[config.mk]
export PLATFORM = sky130hd
export DESIGN_NAME = pld_regs
export DESIGN_NICKNAME = d
export VERILOG_FILES = /design/src/hw/pld_pkg.sv /design/src/hw/pld_regs.sv
export VERILOG_INCLUDE_DIRS = /design/src /design/src/hw
export SDC_FILE = /design/constraint.sdc
export NUM_CORES = 1
export LEC_CHECK = 0
export ABC_CLOCK_PERIOD_IN_PS = 2200
export CORE_UTILIZATION = 61
export CTS_CLUSTER_SIZE = 24
export DETAILED_ROUTE_END_ITERATION = 6
export DONT_BUFFER_PORTS = 1
export GPL_TIMING_DRIVEN = 0
export PLACE_DENSITY_LB_ADDON = 0.25
export SLEW_MARGIN = 10
export SYNTH_ARGS = -nofsm -noshare
export SYNTH_HDL_FRONTEND = slang
export SYNTH_SLANG_ARGS = --single-unit
[constraint.sdc]
create_clock -name core_clk -period 2.2 [get_ports core_clk]
set_clock_uncertainty 0.2 [all_clocks]
set_input_delay 0.22 -clock core_clk [delete_from_list [all_inputs] [get_ports core_clk]]
set_output_delay 0.22 -clock core_clk [all_outputs]
set_load 0.03 [all_outputs]
[src/hw/pld_consts.svh]
// Offsets, field positions, reset values and timing figures of the link drop register slice
`ifndef PLD_CONSTS_SVH
`define PLD_CONSTS_SVH

// ****************************************************************
// Register offsets
// ****************************************************************
`define PLD_OFF_CTRL 8'h2d
`define PLD_OFF_THR 8'h2e
`define PLD_OFF_MISC 8'h31
`define PLD_OFF_MAC 8'h32

// ****************************************************************
// Fast drop control fields
// ****************************************************************
`define PLD_CTRL_FORCE 15
`define PLD_CTRL_EN 14
`define PLD_CTRL_CAUSE_HI 12
`define PLD_CTRL_CAUSE_LO 8
`define PLD_CTRL_SRC_HI 4
`define PLD_CTRL_SRC_LO 0
`define PLD_CAUSE_ENERGY 0
`define PLD_CAUSE_DESCR 4

// ****************************************************************
// Threshold fields
// ****************************************************************
`define PLD_THR_AUX1_HI 10
`define PLD_THR_AUX1_LO 8
`define PLD_THR_AUX0_HI 6
`define PLD_THR_AUX0_LO 4
`define PLD_THR_ENERGY_HI 2
`define PLD_THR_ENERGY_LO 0
`define PLD_THR_AUX_RST 3'h2
`define PLD_THR_ENERGY_RST 3'h1
`define PLD_THR_ENERGY_STRAP 3'h2

// ****************************************************************
// Miscellaneous configuration fields
// ****************************************************************
`define PLD_MISC_ONE_BIT 12
`define PLD_MISC_SPARE 8
`define PLD_MISC_TEST 7
`define PLD_MISC_TMR_HI 6
`define PLD_MISC_TMR_LO 5
`define PLD_MISC_FIX_HI 4
`define PLD_MISC_FIX_LO 1
`define PLD_MISC_MIRROR 0
`define PLD_MISC_FIX_VAL 4'h8
`define PLD_MISC_TMR_RST 2'h1
`define PLD_TMR_SEL_16MS 2'h0
`define PLD_TMR_SEL_2US 2'h1
`define PLD_TMR_SEL_800US 2'h2

// ****************************************************************
// MAC interface control fields
// ****************************************************************
`define PLD_MAC_EN 7
`define PLD_MAC_RXTH_HI 6
`define PLD_MAC_RXTH_LO 5
`define PLD_MAC_TXTH_HI 4
`define PLD_MAC_TXTH_LO 3
`define PLD_MAC_TXSKEW 1
`define PLD_MAC_RXSKEW 0
`define PLD_MAC_TH_RST 2'h2

// ****************************************************************
// Timing, in microseconds, at the core clock rate
// ****************************************************************
`define PLD_CLK_MHZ 50
`define PLD_T_16MS_US 16000
`define PLD_T_11MS_US 11000
`define PLD_T_800US_US 800
`define PLD_T_2US_US 2

`endif

[src/hw/pld_pkg.sv]
// Types shared by the link drop register slice
package pld_pkg;
   typedef logic [15:0] pld_word_type;
   typedef logic [7:0] pld_addr_type;
   typedef enum logic [0:0] {
      PLD_ST_STRAP = 1'b0,
      PLD_ST_RUN = 1'b1
   } pld_state_type;
endpackage : pld_pkg

[src/hw/pld_regs.sv]
// Fast link drop, miscellaneous configuration and MAC interface control registers
// Summary of operation
// - Force-drop bit makes partner drop link whenever no signal is received.
// - Fast-drop enable applies fast link drop to 1000BASE-T links only.
// - Each cause flag latches high when enabled, active and dropping link.
// - Cause bits: 12 descrambler, 11 rx errors, 10 MLT3, 9 SNR, 8 energy.
// - Source bits 4 to 0 enable each drop criterion independently.
// - Energy loss asserts when accumulator is below threshold; reset value 0x1.
// - With fast drop strapped on, threshold comes out of reset as 0x2.
// - Receive-control strap mode1 or mode2 enters test mode; writing zero overrules.
// - Timer field picks 16ms, 2us, 800us or 11ms; reset value 01.
// - Misc bits 4 to 1 ignore writes and read 1000.
// - Misc bit 0 enables lane mirroring; strap gives reset value; writable.
// - Interface-enable bit turns the MAC interface on; reset one or strap.
// - Receive FIFO half-full threshold field, reset value 10.
// - Transmit FIFO half-full threshold field, reset value 10.
// - Transmit skew bit shifts transmit clock against data; reset one.
// - Receive skew bit shifts receive clock against data; reset one.
// - MAC control bits 15 to 8 and 2 ignore writes, read zero.
//
// Our own choice: the plain strobed port.
`timescale 1ns/100ps
`default_nettype none
`include "pld_consts.svh"

module pld_regs #(
   parameter int unsigned CYC_16MS = `PLD_T_16MS_US * `PLD_CLK_MHZ,
   parameter int unsigned CYC_11MS = `PLD_T_11MS_US * `PLD_CLK_MHZ,
   parameter int unsigned CYC_800US = `PLD_T_800US_US * `PLD_CLK_MHZ,
   parameter bit MAC_EN_BY_STRAP = 1'b0
) (
   input wire logic core_clk,
   input wire logic rst_n,
   input wire pld_pkg::pld_addr_type reg_addr,
   input wire pld_pkg::pld_word_type reg_wdata,
   input wire logic reg_wr,
   input wire logic reg_rd,
   output pld_pkg::pld_word_type reg_rdata,
   input wire logic [4:1] crit_active,
   input wire logic [2:0] energy_accum,
   input wire logic link_1000,
   input wire logic no_signal,
   input wire logic strap_fast_drop,
   input wire logic strap_test_mode,
   input wire logic strap_mirror,
   input wire logic strap_mac_en,
   output logic partner_drop_req,
   output logic fast_drop_req,
   output logic energy_lost,
   output logic internal_test_mode,
   output logic [19:0] neg_timer_cycles,
   output logic lane_mirror_en,
   output logic mac_if_en,
   output logic [1:0] rx_fifo_half_threshold,
   output logic [1:0] tx_fifo_half_threshold,
   output logic tx_clk_shift,
   output logic rx_clk_shift
);
   import pld_pkg::*;

   localparam logic [19:0] CYC_2US = 20'(`PLD_T_2US_US * `PLD_CLK_MHZ);

   // ****************************************************************
   // Address decode
   // ****************************************************************
   function automatic logic hit(input pld_addr_type addr, input pld_addr_type off);
      hit = (addr == off);
   endfunction : hit

   logic wr_ctrl;
   logic wr_thr;
   logic wr_misc;
   logic wr_mac;
   logic rd_ctrl;
   assign wr_ctrl = reg_wr && hit(reg_addr, `PLD_OFF_CTRL);
   assign wr_thr = reg_wr && hit(reg_addr, `PLD_OFF_THR);
   assign wr_misc = reg_wr && hit(reg_addr, `PLD_OFF_MISC);
   assign wr_mac = reg_wr && hit(reg_addr, `PLD_OFF_MAC);
   assign rd_ctrl = reg_rd && hit(reg_addr, `PLD_OFF_CTRL);

   // ****************************************************************
   // Strap capture
   // ****************************************************************
   // Straps are sampled on the first edge after reset release, never under reset
   pld_state_type state;
   logic strap_load;
   assign strap_load = (state == PLD_ST_STRAP);

   always_ff @(posedge core_clk or negedge rst_n) begin
      if (!rst_n) begin
         state <= PLD_ST_STRAP;
      end else begin
         case (state)
            PLD_ST_STRAP: state <= PLD_ST_RUN;
            PLD_ST_RUN: state <= PLD_ST_RUN;
            default: state <= PLD_ST_STRAP;
         endcase
      end
   end

   // ****************************************************************
   // Fast drop control
   // ****************************************************************
   logic force_drop;
   logic fast_drop_enable;
   logic [4:0] fast_drop_cause_enables;
   logic [4:0] fast_drop_cause_latched;

   always_ff @(posedge core_clk or negedge rst_n) begin
      if (!rst_n) begin
         force_drop <= 1'b0;
      end else if (wr_ctrl) begin
         force_drop <= reg_wdata[`PLD_CTRL_FORCE];
      end
   end

   // Software is trusted to leave this clear during link bring-up
   always_ff @(posedge core_clk or negedge rst_n) begin
      if (!rst_n) begin
         fast_drop_enable <= 1'b0;
      end else if (strap_load) begin
         fast_drop_enable <= strap_fast_drop;
      end else if (wr_ctrl) begin
         fast_drop_enable <= reg_wdata[`PLD_CTRL_EN];
      end
   end

   always_ff @(posedge core_clk or negedge rst_n) begin
      if (!rst_n) begin
         fast_drop_cause_enables <= 5'h0;
      end else if (wr_ctrl) begin
         fast_drop_cause_enables <= reg_wdata[`PLD_CTRL_SRC_HI:`PLD_CTRL_SRC_LO];
      end
   end

   // ****************************************************************
   // Energy threshold and drop criteria
   // ****************************************************************
   logic [2:0] energy_loss_threshold;
   logic [2:0] thr_aux0;
   logic [2:0] thr_aux1;
   logic energy_now;
   logic [4:0] crit_now;
   logic [4:0] trig;
   logic fast_gate;

   always_ff @(posedge core_clk or negedge rst_n) begin
      if (!rst_n) begin
         energy_loss_threshold <= `PLD_THR_ENERGY_RST;
      end else if (strap_load && strap_fast_drop) begin
         energy_loss_threshold <= `PLD_THR_ENERGY_STRAP;
      end else if (wr_thr) begin
         energy_loss_threshold <= reg_wdata[`PLD_THR_ENERGY_HI:`PLD_THR_ENERGY_LO];
      end
   end

   always_ff @(posedge core_clk or negedge rst_n) begin
      if (!rst_n) begin
         thr_aux0 <= `PLD_THR_AUX_RST;
         thr_aux1 <= `PLD_THR_AUX_RST;
      end else if (wr_thr) begin
         thr_aux0 <= reg_wdata[`PLD_THR_AUX0_HI:`PLD_THR_AUX0_LO];
         thr_aux1 <= reg_wdata[`PLD_THR_AUX1_HI:`PLD_THR_AUX1_LO];
      end
   end

   assign energy_now = (energy_accum < energy_loss_threshold);
   assign crit_now = {crit_active, energy_now};
   // Fast drop only acts on gigabit links
   assign fast_gate = fast_drop_enable && link_1000;
   assign trig = crit_now & fast_drop_cause_enables & {5{fast_gate}};

   always_ff @(posedge core_clk or negedge rst_n) begin
      if (!rst_n) begin
         energy_lost <= 1'b0;
         fast_drop_req <= 1'b0;
      end else begin
         energy_lost <= energy_now;
         fast_drop_req <= |trig;
      end
   end

   always_ff @(posedge core_clk or negedge rst_n) begin
      if (!rst_n) begin
         partner_drop_req <= 1'b0;
      end else begin
         partner_drop_req <= force_drop && no_signal;
      end
   end

   // ****************************************************************
   // Latched causes
   // ****************************************************************
   // A cause arriving in the read cycle survives the clear
   genvar gi;
   generate
      for (gi = 0; gi < 5; gi++) begin : g_cause
         always_ff @(posedge core_clk or negedge rst_n) begin
            if (!rst_n) begin
               fast_drop_cause_latched[gi] <= 1'b0;
            end else if (trig[gi]) begin
               fast_drop_cause_latched[gi] <= 1'b1;
            end else if (rd_ctrl) begin
               fast_drop_cause_latched[gi] <= 1'b0;
            end
         end
      end
   endgenerate

   // ****************************************************************
   // Miscellaneous configuration
   // ****************************************************************
   logic misc_spare;
   logic [1:0] serial_negotiation_timer;

   always_ff @(posedge core_clk or negedge rst_n) begin
      if (!rst_n) begin
         internal_test_mode <= 1'b0;
      end else if (strap_load) begin
         internal_test_mode <= strap_test_mode;
      end else if (wr_misc) begin
         internal_test_mode <= reg_wdata[`PLD_MISC_TEST];
      end
   end

   always_ff @(posedge core_clk or negedge rst_n) begin
      if (!rst_n) begin
         lane_mirror_en <= 1'b0;
      end else if (strap_load) begin
         lane_mirror_en <= strap_mirror;
      end else if (wr_misc) begin
         lane_mirror_en <= reg_wdata[`PLD_MISC_MIRROR];
      end
   end

   always_ff @(posedge core_clk or negedge rst_n) begin
      if (!rst_n) begin
         misc_spare <= 1'b0;
         serial_negotiation_timer <= `PLD_MISC_TMR_RST;
      end else if (wr_misc) begin
         misc_spare <= reg_wdata[`PLD_MISC_SPARE];
         serial_negotiation_timer <= reg_wdata[`PLD_MISC_TMR_HI:`PLD_MISC_TMR_LO];
      end
   end

   // Duration in core clock cycles for the serial negotiation timer
   always_ff @(posedge core_clk or negedge rst_n) begin
      if (!rst_n) begin
         neg_timer_cycles <= CYC_2US;
      end else begin
         if (serial_negotiation_timer == `PLD_TMR_SEL_16MS) begin
            neg_timer_cycles <= 20'(CYC_16MS);
         end else if (serial_negotiation_timer == `PLD_TMR_SEL_2US) begin
            neg_timer_cycles <= CYC_2US;
         end else if (serial_negotiation_timer == `PLD_TMR_SEL_800US) begin
            neg_timer_cycles <= 20'(CYC_800US);
         end else begin
            neg_timer_cycles <= 20'(CYC_11MS);
         end
      end
   end

   // ****************************************************************
   // MAC interface control
   // ****************************************************************
   always_ff @(posedge core_clk or negedge rst_n) begin
      if (!rst_n) begin
         mac_if_en <= 1'b1;
      end else if (strap_load && MAC_EN_BY_STRAP) begin
         mac_if_en <= strap_mac_en;
      end else if (wr_mac) begin
         mac_if_en <= reg_wdata[`PLD_MAC_EN];
      end
   end

   always_ff @(posedge core_clk or negedge rst_n) begin
      if (!rst_n) begin
         rx_fifo_half_threshold <= `PLD_MAC_TH_RST;
         tx_fifo_half_threshold <= `PLD_MAC_TH_RST;
         tx_clk_shift <= 1'b1;
         rx_clk_shift <= 1'b1;
      end else if (wr_mac) begin
         rx_fifo_half_threshold <= reg_wdata[`PLD_MAC_RXTH_HI:`PLD_MAC_RXTH_LO];
         tx_fifo_half_threshold <= reg_wdata[`PLD_MAC_TXTH_HI:`PLD_MAC_TXTH_LO];
         tx_clk_shift <= reg_wdata[`PLD_MAC_TXSKEW];
         rx_clk_shift <= reg_wdata[`PLD_MAC_RXSKEW];
      end
   end

   // ****************************************************************
   // Read path
   // ****************************************************************
   pld_word_type next_rdata;

   always_comb begin
      next_rdata = 16'h0000;
      if (hit(reg_addr, `PLD_OFF_CTRL)) begin
         next_rdata[`PLD_CTRL_FORCE] = force_drop;
         next_rdata[`PLD_CTRL_EN] = fast_drop_enable;
         next_rdata[`PLD_CTRL_CAUSE_HI:`PLD_CTRL_CAUSE_LO] = fast_drop_cause_latched;
         next_rdata[`PLD_CTRL_SRC_HI:`PLD_CTRL_SRC_LO] = fast_drop_cause_enables;
      end else if (hit(reg_addr, `PLD_OFF_THR)) begin
         next_rdata[`PLD_THR_AUX1_HI:`PLD_THR_AUX1_LO] = thr_aux1;
         next_rdata[`PLD_THR_AUX0_HI:`PLD_THR_AUX0_LO] = thr_aux0;
         next_rdata[`PLD_THR_ENERGY_HI:`PLD_THR_ENERGY_LO] = energy_loss_threshold;
      end else if (hit(reg_addr, `PLD_OFF_MISC)) begin
         next_rdata[`PLD_MISC_ONE_BIT] = 1'b1;
         next_rdata[`PLD_MISC_SPARE] = misc_spare;
         next_rdata[`PLD_MISC_TEST] = internal_test_mode;
         next_rdata[`PLD_MISC_TMR_HI:`PLD_MISC_TMR_LO] = serial_negotiation_timer;
         next_rdata[`PLD_MISC_FIX_HI:`PLD_MISC_FIX_LO] = `PLD_MISC_FIX_VAL;
         next_rdata[`PLD_MISC_MIRROR] = lane_mirror_en;
      end else if (hit(reg_addr, `PLD_OFF_MAC)) begin
         // Upper byte and bit 2 stay zero
         next_rdata[`PLD_MAC_EN] = mac_if_en;
         next_rdata[`PLD_MAC_RXTH_HI:`PLD_MAC_RXTH_LO] = rx_fifo_half_threshold;
         next_rdata[`PLD_MAC_TXTH_HI:`PLD_MAC_TXTH_LO] = tx_fifo_half_threshold;
         next_rdata[`PLD_MAC_TXSKEW] = tx_clk_shift;
         next_rdata[`PLD_MAC_RXSKEW] = rx_clk_shift;
      end
   end

   always_ff @(posedge core_clk or negedge rst_n) begin
      if (!rst_n) begin
         reg_rdata <= 16'h0000;
      end else if (reg_rd) begin
         reg_rdata <= next_rdata;
      end else begin
         reg_rdata <= 16'h0000;
      end
   end
endmodule : pld_regs
`default_nettype wire

==> results of run 1 <==
-- power by group through the flow --
stage / Clock (mW) / Sequential, mW / Combinational, mW
floorplan: 0 / 1.28 / 0.130
detailed placement: 0 / 1.30 / 0.147
CTS: 0.975 / 1.28 / 0.238
global route: 1.04 / 1.29 / 0.268
global placement: 0 / 1.29 / 0.141
finish: 0.973 / 1.28 / 0.244
-- placed cells by master (no fill, tap or decap), types with 2 or more instances in the layout --
cell type | Yosys | final
nand4_4 | 2 | 2
buf_4 | 15 | 15
dlygate4sd3_1 | 0 | 33
ha_1 | 8 | 8
a22o_1 | 3 | 3
clkbuf_8 | 0 | 10
mux2_1 | 19 | 19
dfstp_2 | 12 | 12
nor2_1 | 10 | 10
a32oi_1 | 2 | 2
nand2_1 | 5 | 5
o2bb2ai_1 | 3 | 3
dfrtp_1 | 49 | 49
inv_1 | 10 | 10
a32o_1 | 4 | 4
and2_1 | 2 | 2
and3_1 | 7 | 7
clkbuf_1 | 2 | 4
mux2i_1 | 5 | 5
mux2_2 | 2 | 2
clkinv_2 | 0 | 2
conb_1 | 2 | 9
buf_2 | 3 | 3
nor2b_1 | 9 | 9
a21oi_1 | 8 | 8
a211o_1 | 2 | 2
a21o_1 | 2 | 2
a22oi_1 | 9 | 9
nand3_1 | 2 | 2
-- final cells by class --
cell class                      instances  area, µm²
Buffer                                 20        135
Clock buffer                           12        145
Clock inverter                          4       47.5
Fill cell                             241        769
Inverter                               10       37.5
Multi-Input combinational cell        128       1020
Sequential cell                        61       1540
Tap cell                               50       62.6
Timing Repair Buffer                   34        358
-- worst max path at each step --
stage          slack (ps)  cells past startpoint                                 start                                      to
2_1_floorplan         570                      5                           reg_addr[3]   rx_fifo_half_threshold[0]$_DFFE_PN0P_
3_3_place_gp          400                      5                           reg_addr[3]   rx_fifo_half_threshold[0]$_DFFE_PN0P_
3_5_place_dp          370                      5                           reg_addr[1]   rx_fifo_half_threshold[0]$_DFFE_PN0P_
4_1_cts                40                      6  energy_loss_threshold[1]$_DFFE_PN0P_                 fast_drop_req$_DFF_PN0_
5_1_grt               240                      7                           reg_addr[0]  fast_drop_cause_latched[2]$_DFFE_PN0P_
6_report              310                      4                                reg_wr  fast_drop_cause_enables[3]$_DFFE_PN0P_
-- logic make-up after synthesis --
kind of cell / synth area share
compound gates: 0.107
fa+ha+maj: 0.0370
buf+inv: 0.0638
flops: 0.570
mux: 0.106
other cells: 0.00277
simple gates: 0.114
-- routing by layer --
metal  share of wire  routed length (µm)  vias up  track usage
met5               0                   0        -            0
met4           0.017                  99        0        0.143
met3           0.083                 491       11        0.113
met2            0.51                3000       84        0.464
met1            0.39                2300      923        0.311
li1                -                   -      838            -
-- state kept, by name, indices dropped and copies added (netlist names), 2 cells and up --
register and cells:
fast_drop_cause_enables 5, rx_fifo_half_threshold 2, thr_aux0 3, serial_negotiation_timer 2, energy_loss_threshold 3, reg_rdata 15
neg_timer_cycles 9, fast_drop_cause_latched 5, thr_aux1 3, tx_fifo_half_threshold 2
-- repair_timing --
item	4_1_cts	5_1_grt
gates resized for setup	0	0
setup endpoints to repair	0	1
hold buffers	33	2
hold endpoints to repair	102	1
-- critical path, stage by stage --
cell           delay [ps]
dlygate4sd3_1         580
nand4_4               190
mux2_1                360
dlygate4sd3_1         550
==> metrics, run 1 <==
status=finished with violations; violated checks=hold timing; die width=68.6 µm; total gr overflow=0; overall die area=4710 µm²; Clk Latency, worst-skew pair=340 ps; mapped cell area=2710 µm²; static leakage=1.63 nW; Port Buffer Count=0; IO Pins=89; part of the power in registers=0.513; maximum net fanout on the critical path=8; Setup-failing EPs final=0; FFs w/ async S/R, synth=1.00; maximum number of pins on one net before global-route repair=62; most area-hungry cell type in the Yosys netlist=dfrtp_1; number of diodes added for antenna fixing=0; Die Span Y=68.6 µm; Hold Path Sink=fast_drop_req$_DFF_PN0_; Rel. slew slack=0.628; hold-critical path depth=2; clock slew seen by the registers of the worst setup and hold paths=70 ps; total power per unit cell area=746 nW/µm²; CTS sink count=61; cell chosen for the clock root=clkbuf_8; final design instance area without fill=3350 µm²; count of flip-flops with a built-in enable after synthesis=0; total net switching power=0.632 mW; endpoint kind of the worst setup timing path=flop; Nets=313; Pre-antenna DRT Iters=4; Starting Density=0.658; total track usage=0.281; detailed-route DRC error count=0; DR iter-0 viols=183; nature of the critical path startpoint=primary input; most area-consuming cells after synthesis=dfrtp_1 45%, dfstp_2 12%, mux2_1 7.9%; IR drop worst, VDD=0.504 mV; worst flop-to-flop path endpoint=fast_drop_cause_latched[3]$_DFFE_PN0P_; total negative slack=0 ps; most frequent cell after synthesis=dfrtp_1; Comb pwr share=0.098; setup bufs post-CTS=0; detailed placement HPWL=3.70 mm; synth cell count leaders=49 x dfrtp_1, 19 x mux2_1, 15 x buf_4; Avg Inst Size Synth=12.8 µm²; number of buffers on the longest clock path=2; number of max-cap violations=0; classification of the worst setup path=in2reg; Reg2Reg Setup Slack=460 ps; Via density=5.82; max-slew violations=0; Cell variety after synth=41; Crit Reg-Reg Startpoint=fast_drop_enable$_DFFE_PN0P_; Hold Slack=-25.6 ps; CTS H-tree lvls=3; CP required=2220 ps; Final Total Pwr=2.49 mW; final standard cell utilization of the core=0.813; CTS tree=built; worst-case setup slack after placement=373 ps; number of antenna violations at the first check in global routing=0; minimum setup slack in the final design=310 ps; cell count after placement=269; final hold viol count=1; fraction of post-synthesis cell area in the top cell type by area=0.453; Min-Delay Startpoint=crit_active[1]; most instantiated flip-flop cell in the synthesis netlist=dfrtp_1; vias in the first global route=1,865; area after detailed placement=2800 µm²; global-route wire length before repair=9.00 mm; fmax=529 MHz; post-synthesis sequential area ratio=0.570; Worst Reg-to-Reg Cells=3; Core Area=4120 µm²; non-filler instance count after layout=319; number of vias in the routed layout=1,856; slew at the pin with the worst max-slew slack=558 ps; WL per Instance=18.5 µm; number of CTS-inserted buffers=9; Pint=1.86 mW; clock share of power=0.390; antenna violation net count after detailed routing=0; number of storage elements in the synthesis netlist=61; RD Place Congestion=0.811; number of cell rows=23; Syn. warnings=0; total wire length after detailed routing=5.89 mm; worst hold path class=in2reg; area grow syn2layout=23.6%; share of total power consumed by net switching=0.253; share of final-layout standard cells stronger than drive strength 1=0.204; setup repair after global routing missed its margin=no; number of standard cells after synthesis=212; Worst EP arrival=1910 ps; Period minus WS final=1890 ps; post-route fraction of the period consumed by the critical path=0.859
Power figures use the tool's default switching activity.
==> run 2: changes to the inputs <==
--- a/config.mk
+++ b/config.mk
@@ -6,6 +6,7 @@
 export SDC_FILE = /design/constraint.sdc
 export NUM_CORES = 1
 export LEC_CHECK = 0
+export ABC_AREA = 1
 export ABC_CLOCK_PERIOD_IN_PS = 2200
 export CORE_UTILIZATION = 61
 export CTS_CLUSTER_SIZE = 24
@@ -13,7 +14,7 @@
 export DONT_BUFFER_PORTS = 1
 export GPL_TIMING_DRIVEN = 0
 export PLACE_DENSITY_LB_ADDON = 0.25
-export SLEW_MARGIN = 10
+export SETUP_SLACK_MARGIN = 0.3
 export SYNTH_ARGS = -nofsm -noshare
 export SYNTH_HDL_FRONTEND = slang
 export SYNTH_SLANG_ARGS = --single-unit
==> run 2 against run 1 <==
Net effect: the run now ends clean; total power fell by 0.22%; count of clock-buffer cells in the layout did not move; final area rose by 1.3%; register-to-register slack improved by 50 ps; final cell count rose by 28%; clock power barely moved; die area rose by 2.0%; critical path type unchanged.
==> metrics, run 2 <==
mapped cell area=2760 µm²; Setup-failing EPs final=0; GRT met1 Usage=0.358; total power per unit cell area=735 nW/µm²; number of CTS-inserted buffers=9; number of vias in the routed layout=2,140; Starting Density=0.634; Worst Reg-to-Reg Cells=6; count of flip-flops with a built-in enable after synthesis=0; Port Buffer Count=0; total negative slack=0 ps; fraction of post-synthesis cell area in the top cell type by area=0.444; nature of the critical path startpoint=primary input; gr busiest metal=met2; number of buffers on the longest clock path=2; die width=69.3 µm; status=completed; vias in the first global route=2,155; IR drop worst, VDD=0.568 mV; most instantiated flip-flop cell in the synthesis netlist=dfrtp_1; Cell variety after synth=28; maximum net fanout on the critical path=7; Period minus WS final=1820 ps; Worst EP arrival=1890 ps; endpoint kind of the worst setup timing path=flop; share of final-layout standard cells stronger than drive strength 1=0.185; number of diodes added for antenna fixing=0; met2 Track Usage GR=0.440; detailed placement HPWL=3.86 mm; Clk Latency, worst-skew pair=340 ps; met3 usage=0.0741; commonest cells after routing, fill and taps aside=82 x nand2_1, 49 x dfrtp_1, 38 x inv_1; static leakage=1.81 nW; final hold viol count=0; CTS tree=built; Most flops, register=reg_rdata; worst hold path class=in2reg; clock slew seen by the registers of the worst setup and hold paths=60 ps; global-route wire length before repair=10.2 mm; classification of the worst setup path=in2reg; RD Place Congestion=0.907; number of cell rows=24; worst flop-to-flop path endpoint=fast_drop_cause_latched[0]$_DFFE_PN0P_; Core Area=4350 µm²; setup repair after global routing missed its margin=no; total wire length after detailed routing=6.03 mm; Hold Slack=7.13 ps; Crit Reg-Reg Startpoint=energy_loss_threshold[2]$_DFFE_PN0P_; post-route fraction of the period consumed by the critical path=0.826; Syn. warnings=0; fillers=298; most frequent cell after synthesis=nand2_1; largest registers ranked by flip-flop count=reg_rdata x15, neg_timer_cycles x9; cts repair resizes=0; max-slew violations=0; number of antenna violations at the first check in global routing=0; Via density=5.23; DR iter-0 viols=182; Nets=401; fmax=550 MHz; total gr overflow=0; Avg Inst Size Synth=9.17 µm²; most area-consuming cells after synthesis=dfrtp_1 44%, dfstp_2 11%, nand2_1 11%; overall die area=4800 µm²; detailed-route DRC error count=0; CTS H-tree lvls=3; Pre-antenna DRT Iters=6; total track usage=0.280; Die Span Y=69.3 µm; CTS sink count=61; most area-hungry cell type in the Yosys netlist=dfrtp_1; cell chosen for the clock root=clkbuf_8; number of max-cap violations=0; number of storage elements in the synthesis netlist=61; antenna violation net count after detailed routing=0; Min-Delay Startpoint=reg_addr[1]; post-synthesis sequential area ratio=0.558; synth cell count leaders=82 x nand2_1, 49 x dfrtp_1, 38 x inv_1; IO Pins=89; hold-critical path depth=5; Hold Path Sink=reg_rdata[7]$_DFF_PN0_; Largest register FFs=15; maximum number of pins on one net before global-route repair=62; FFs w/ async S/R, synth=1.00; WL per Instance=14.7 µm; CP required=2270 ps; Reg2Reg Setup Slack=510 ps; number of standard cells after synthesis=301; most frequent standard cell in the layout excluding fill and tap cells=nand2_1; area grow syn2layout=22.7%
==> run 2: cell count changes after synthesis, sizes merged, moves of 9 or more <==
cell,before,now
a22oi,9,0
inv,10,43
mux2,21,0
nand2,6,89
nand3,2,29
nor2,10,22
nor2b,9,0
o21ai,2,25
==> run 2: logic make-up after synthesis <==
family | share of synthesized area
other cells | 0.00272
simple gates | 0.245
flops | 0.558
compound gates | 0.0585
buf+inv | 0.0992
fa+ha+maj | 0.0362
==> run 2: how the worst max path moves through the flow <==
stage,start,endpoint,slack (ps),cells after the start
final,reg_addr[0],misc_spare$_DFFE_PN0P_,380,8
after global placement,energy_loss_threshold[2]$_DFFE_PN0P_,fast_drop_req$_DFF_PN0_,620,6
after CTS,reg_addr[0],misc_spare$_DFFE_PN0P_,340,8
after floorplan,serial_negotiation_timer[0]$_DFFE_PN1P_,neg_timer_cycles[12]$_DFF_PN0_,750,3
after detailed placement,energy_loss_threshold[2]$_DFFE_PN0P_,fast_drop_req$_DFF_PN0_,570,6
after global routing,reg_addr[0],misc_spare$_DFFE_PN0P_,300,8
==> run 2: through the flow <==
stage	instances	power (mW)	area, µm²	setup slack [ps]	util
after floorplan	308	1.42	2790	750	-
after global placement	360	1.45	2850	623	0.655
after detailed placement	360	1.45	2850	574	0.655
after CTS	407	2.49	3370	337	0.775
after global routing	409	2.58	3390	305	0.778
final	409	2.49	3390	383	0.778
==> run 2: power by group <==
part	leakage [nW]	internal, mW	total, mW	switching (mW)
clock network	0.0964	0.551	0.975	0.424
registers	0.724	1.19	1.28	0.0957
logic	0.992	0.0934	0.233	0.139
==> run 2: metal layers <==
metal | part of all wire | up-vias
met1 | 0.42 | 1011
met2 | 0.48 | 96
li1 | - | 1019
met4 | 0.022 | 0
met5 | 0 | -
met3 | 0.074 | 14
==> run 2: layout make-up <==
| cell class | count | area, µm² | share of cell area |
|---|---|---|---|
| Inverter | 43 | 161 | 0.0476 |
| Tap cell | 52 | 65.1 | 0.0192 |
| Timing Repair Buffer | 33 | 343 | 0.101 |
| Sequential cell | 61 | 1540 | 0.455 |
| Clock inverter | 4 | 47.5 | 0.0140 |
| Multi-Input combinational cell | 190 | 972 | 0.287 |
| Buffer | 14 | 113 | 0.0332 |
| Clock buffer | 12 | 145 | 0.0428 |
==> run 2: timing repair <==
action,in CTS,in global routing
endpoints found under the setup margin,0,1
hold endpoints to repair,103,0
buffers inserted,0,2
hold buffers,31,0
==> run 2: critical path, stage by stage <==
cell,delay (ps)
dlygate4sd3_1,550
nand2_2,80
nor2_4,120
nand3_2,110
inv_2,130
nand2_1,60
dlygate4sd3_1,550
nand2_1,60
==> run 3: changes to the inputs <==
--- a/config.mk
+++ b/config.mk
@@ -6,8 +6,8 @@
 export SDC_FILE = /design/constraint.sdc
 export NUM_CORES = 1
 export LEC_CHECK = 0
-export ABC_AREA = 1
-export ABC_CLOCK_PERIOD_IN_PS = 2200
+export ABC_AREA = 0
+export ABC_CLOCK_PERIOD_IN_PS = 1900
 export CORE_UTILIZATION = 61
 export CTS_CLUSTER_SIZE = 24
 export DETAILED_ROUTE_END_ITERATION = 6
==> constraint.sdc (replaced) <==
create_clock -name core_clk -period 1.9 [get_ports core_clk]
set_clock_uncertainty 0.2 [all_clocks]
set_input_delay 0.19 -clock core_clk [delete_from_list [all_inputs] [get_ports core_clk]]
set_output_delay 0.19 -clock core_clk [all_outputs]
set_load 0.03 [all_outputs]
==> run 3 against run 2 <==
Net effect: the run now ends with hold timing left; combinational power is essentially flat; global-route usage grew 0.11 points; register-to-register slack lost 200 ps; sequential share of layout area grew 1.1 points; final cell count shrank 23%; first-iteration DRC count shrank 31%; via count shrank 13%; largest power group unchanged.
==> metrics, run 3 (synthesis gave the netlist of run 1 again) <==
share of final-layout standard cells stronger than drive strength 1=0.223; maximum number of pins on one net before global-route repair=62; non-filler instance count after layout=314; Pre-antenna DRT Iters=4; Port Buffer Count=0; post-route fraction of the period consumed by the critical path=0.837; Clk Latency, worst-skew pair=330 ps; Worst EP arrival=1650 ps; buffering stage count on the worst path with inverters included=1; cell count after placement=269; WL per Instance=18.8 µm; IO Pins=89; RD Place Congestion=0.826; clock slew seen by the registers of the worst setup and hold paths=70 ps; static leakage=1.62 nW; CP required=1960 ps; Most flops, register=reg_rdata; total wire length after detailed routing=5.89 mm; family of cells with the greatest summed delay on the critical path=compound AO/OA/AOI/OAI gates; number of CTS-inserted buffers=9; endpoint kind of the worst setup timing path=flop; die width=68.6 µm; fillers=252; Crit-path slowest cell=dfrtp_1; total gr overflow=0; number of vias in the routed layout=1,853; detailed-route DRC error count=0; Starting Density=0.658; Hold Slack=-653 ps; number of antenna violations at the first check in global routing=0; maximum net fanout on the critical path=2; number of diodes added for antenna fixing=0; violated checks=hold timing; most frequent standard cell in the layout excluding fill and tap cells=dfrtp_1; IR drop worst, VDD=0.670 mV; detailed placement HPWL=3.71 mm; commonest cells after routing, fill and taps aside=49 x dfrtp_1, 26 x dlygate4sd3_1, 19 x mux2_1; CTS H-tree lvls=3; status=finished with violations; antenna violation net count after detailed routing=0; overall die area=4710 µm²; worst hold path class=in2async; max-slew violations=0; Rel. slew slack=0.628; Nets=308; number of max-cap violations=0; Via density=5.90; vias in the first global route=1,920; Hold Buf Count CTS=26; critical-path cell list=inv_1, ha_1, a21o_1, a211o_1, a31oi_1; number of buffers on the longest clock path=2; total negative slack=0 ps; global-route wire length before repair=9.19 mm; largest registers ranked by flip-flop count=reg_rdata x15, neg_timer_cycles x9; Setup-failing EPs final=0; Die Span Y=68.6 µm; total power per unit cell area=912 nW/µm²; critical path's largest stage delay=350 ps; Period minus WS final=1590 ps; nature of the critical path startpoint=flop; DR iter-0 viols=125; Largest register FFs=15; number of cell rows=23; Core Area=4120 µm²; area grow syn2layout=22.3%; total track usage=0.281; classification of the worst setup path=reg2reg; setup repair after global routing missed its margin=yes; CTS tree=built; slew at the pin with the worst max-slew slack=558 ps; cell chosen for the clock root=clkbuf_8; final hold viol count=61; CTS sink count=61; fmax=629 MHz
run 3: power breakdown:
group          internal (mW)  switching (mW)  leakage [nW]
Sequential              1.38           0.105         0.766
Combinational          0.120           0.115         0.737
Clock                  0.807           0.499         0.116
run 3: path summary, 6_finish.rpt:
kind	from	to	slack [ps]	cells after the start
max	energy_loss_threshold[1]$_DFFE_PN0P_	fast_drop_req$_DFF_PN0_	310	5
min	rst_n	neg_timer_cycles[15]$_DFF_PN0_	-650	0
max reg2reg	energy_loss_threshold[1]$_DFFE_PN0P_	fast_drop_req$_DFF_PN0_	310	5
min reg2reg	fast_drop_cause_enables[0]$_DFFE_PN0P_	fast_drop_cause_enables[0]$_DFFE_PN0P_	300	1
max in group asynchronous	rst_n	energy_loss_threshold[0]$_DFFE_PN1P_	1960	0
min in group core_clk	energy_accum[1]	energy_lost$_DFF_PN0_	0	3
run 3: layer usage:
| layer | vias up | part of all wire | global-route usage |
|---|---|---|---|
| met5 | - | 0 | 0 |
| met4 | 0 | 0.025 | 0.174 |
| met3 | 17 | 0.067 | 0.0839 |
| met2 | 91 | 0.53 | 0.475 |
| met1 | 925 | 0.38 | 0.307 |
| li1 | 820 | - | - |
run 3: repair_timing:
item	in CTS	in global routing
pin swaps	0	2
endpoints found under the hold margin	102	61
endpoints found under the setup margin	2	3
resized for setup	0	1
buffers inserted	1	2
run 3: cell type report:
type                            instances  area [µm²]  area share
Clock buffer                           12         155      0.0469
Buffer                                 20         135      0.0408
Inverter                               10        37.5      0.0113
Tap cell                               50        62.6      0.0189
Multi-Input combinational cell        128        1030       0.310
Sequential cell                        61        1540       0.466
Clock inverter                          4        70.1      0.0212
Timing Repair Buffer                   29         283      0.0854
run 3: stage by stage:
step                       util  cell area, µm²  power, mW  hold WS [ps]  setup WS, ps
final                     0.805            3310       3.02          -653           310
after global routing      0.805            3310       3.11          -672           263
after CTS                 0.799            3290       2.99          -657           318
after detailed placement  0.680            2800       1.67          -304           112
after global placement    0.680            2800       1.66          -304           151
after floorplan               -            2730       1.64          -306           310
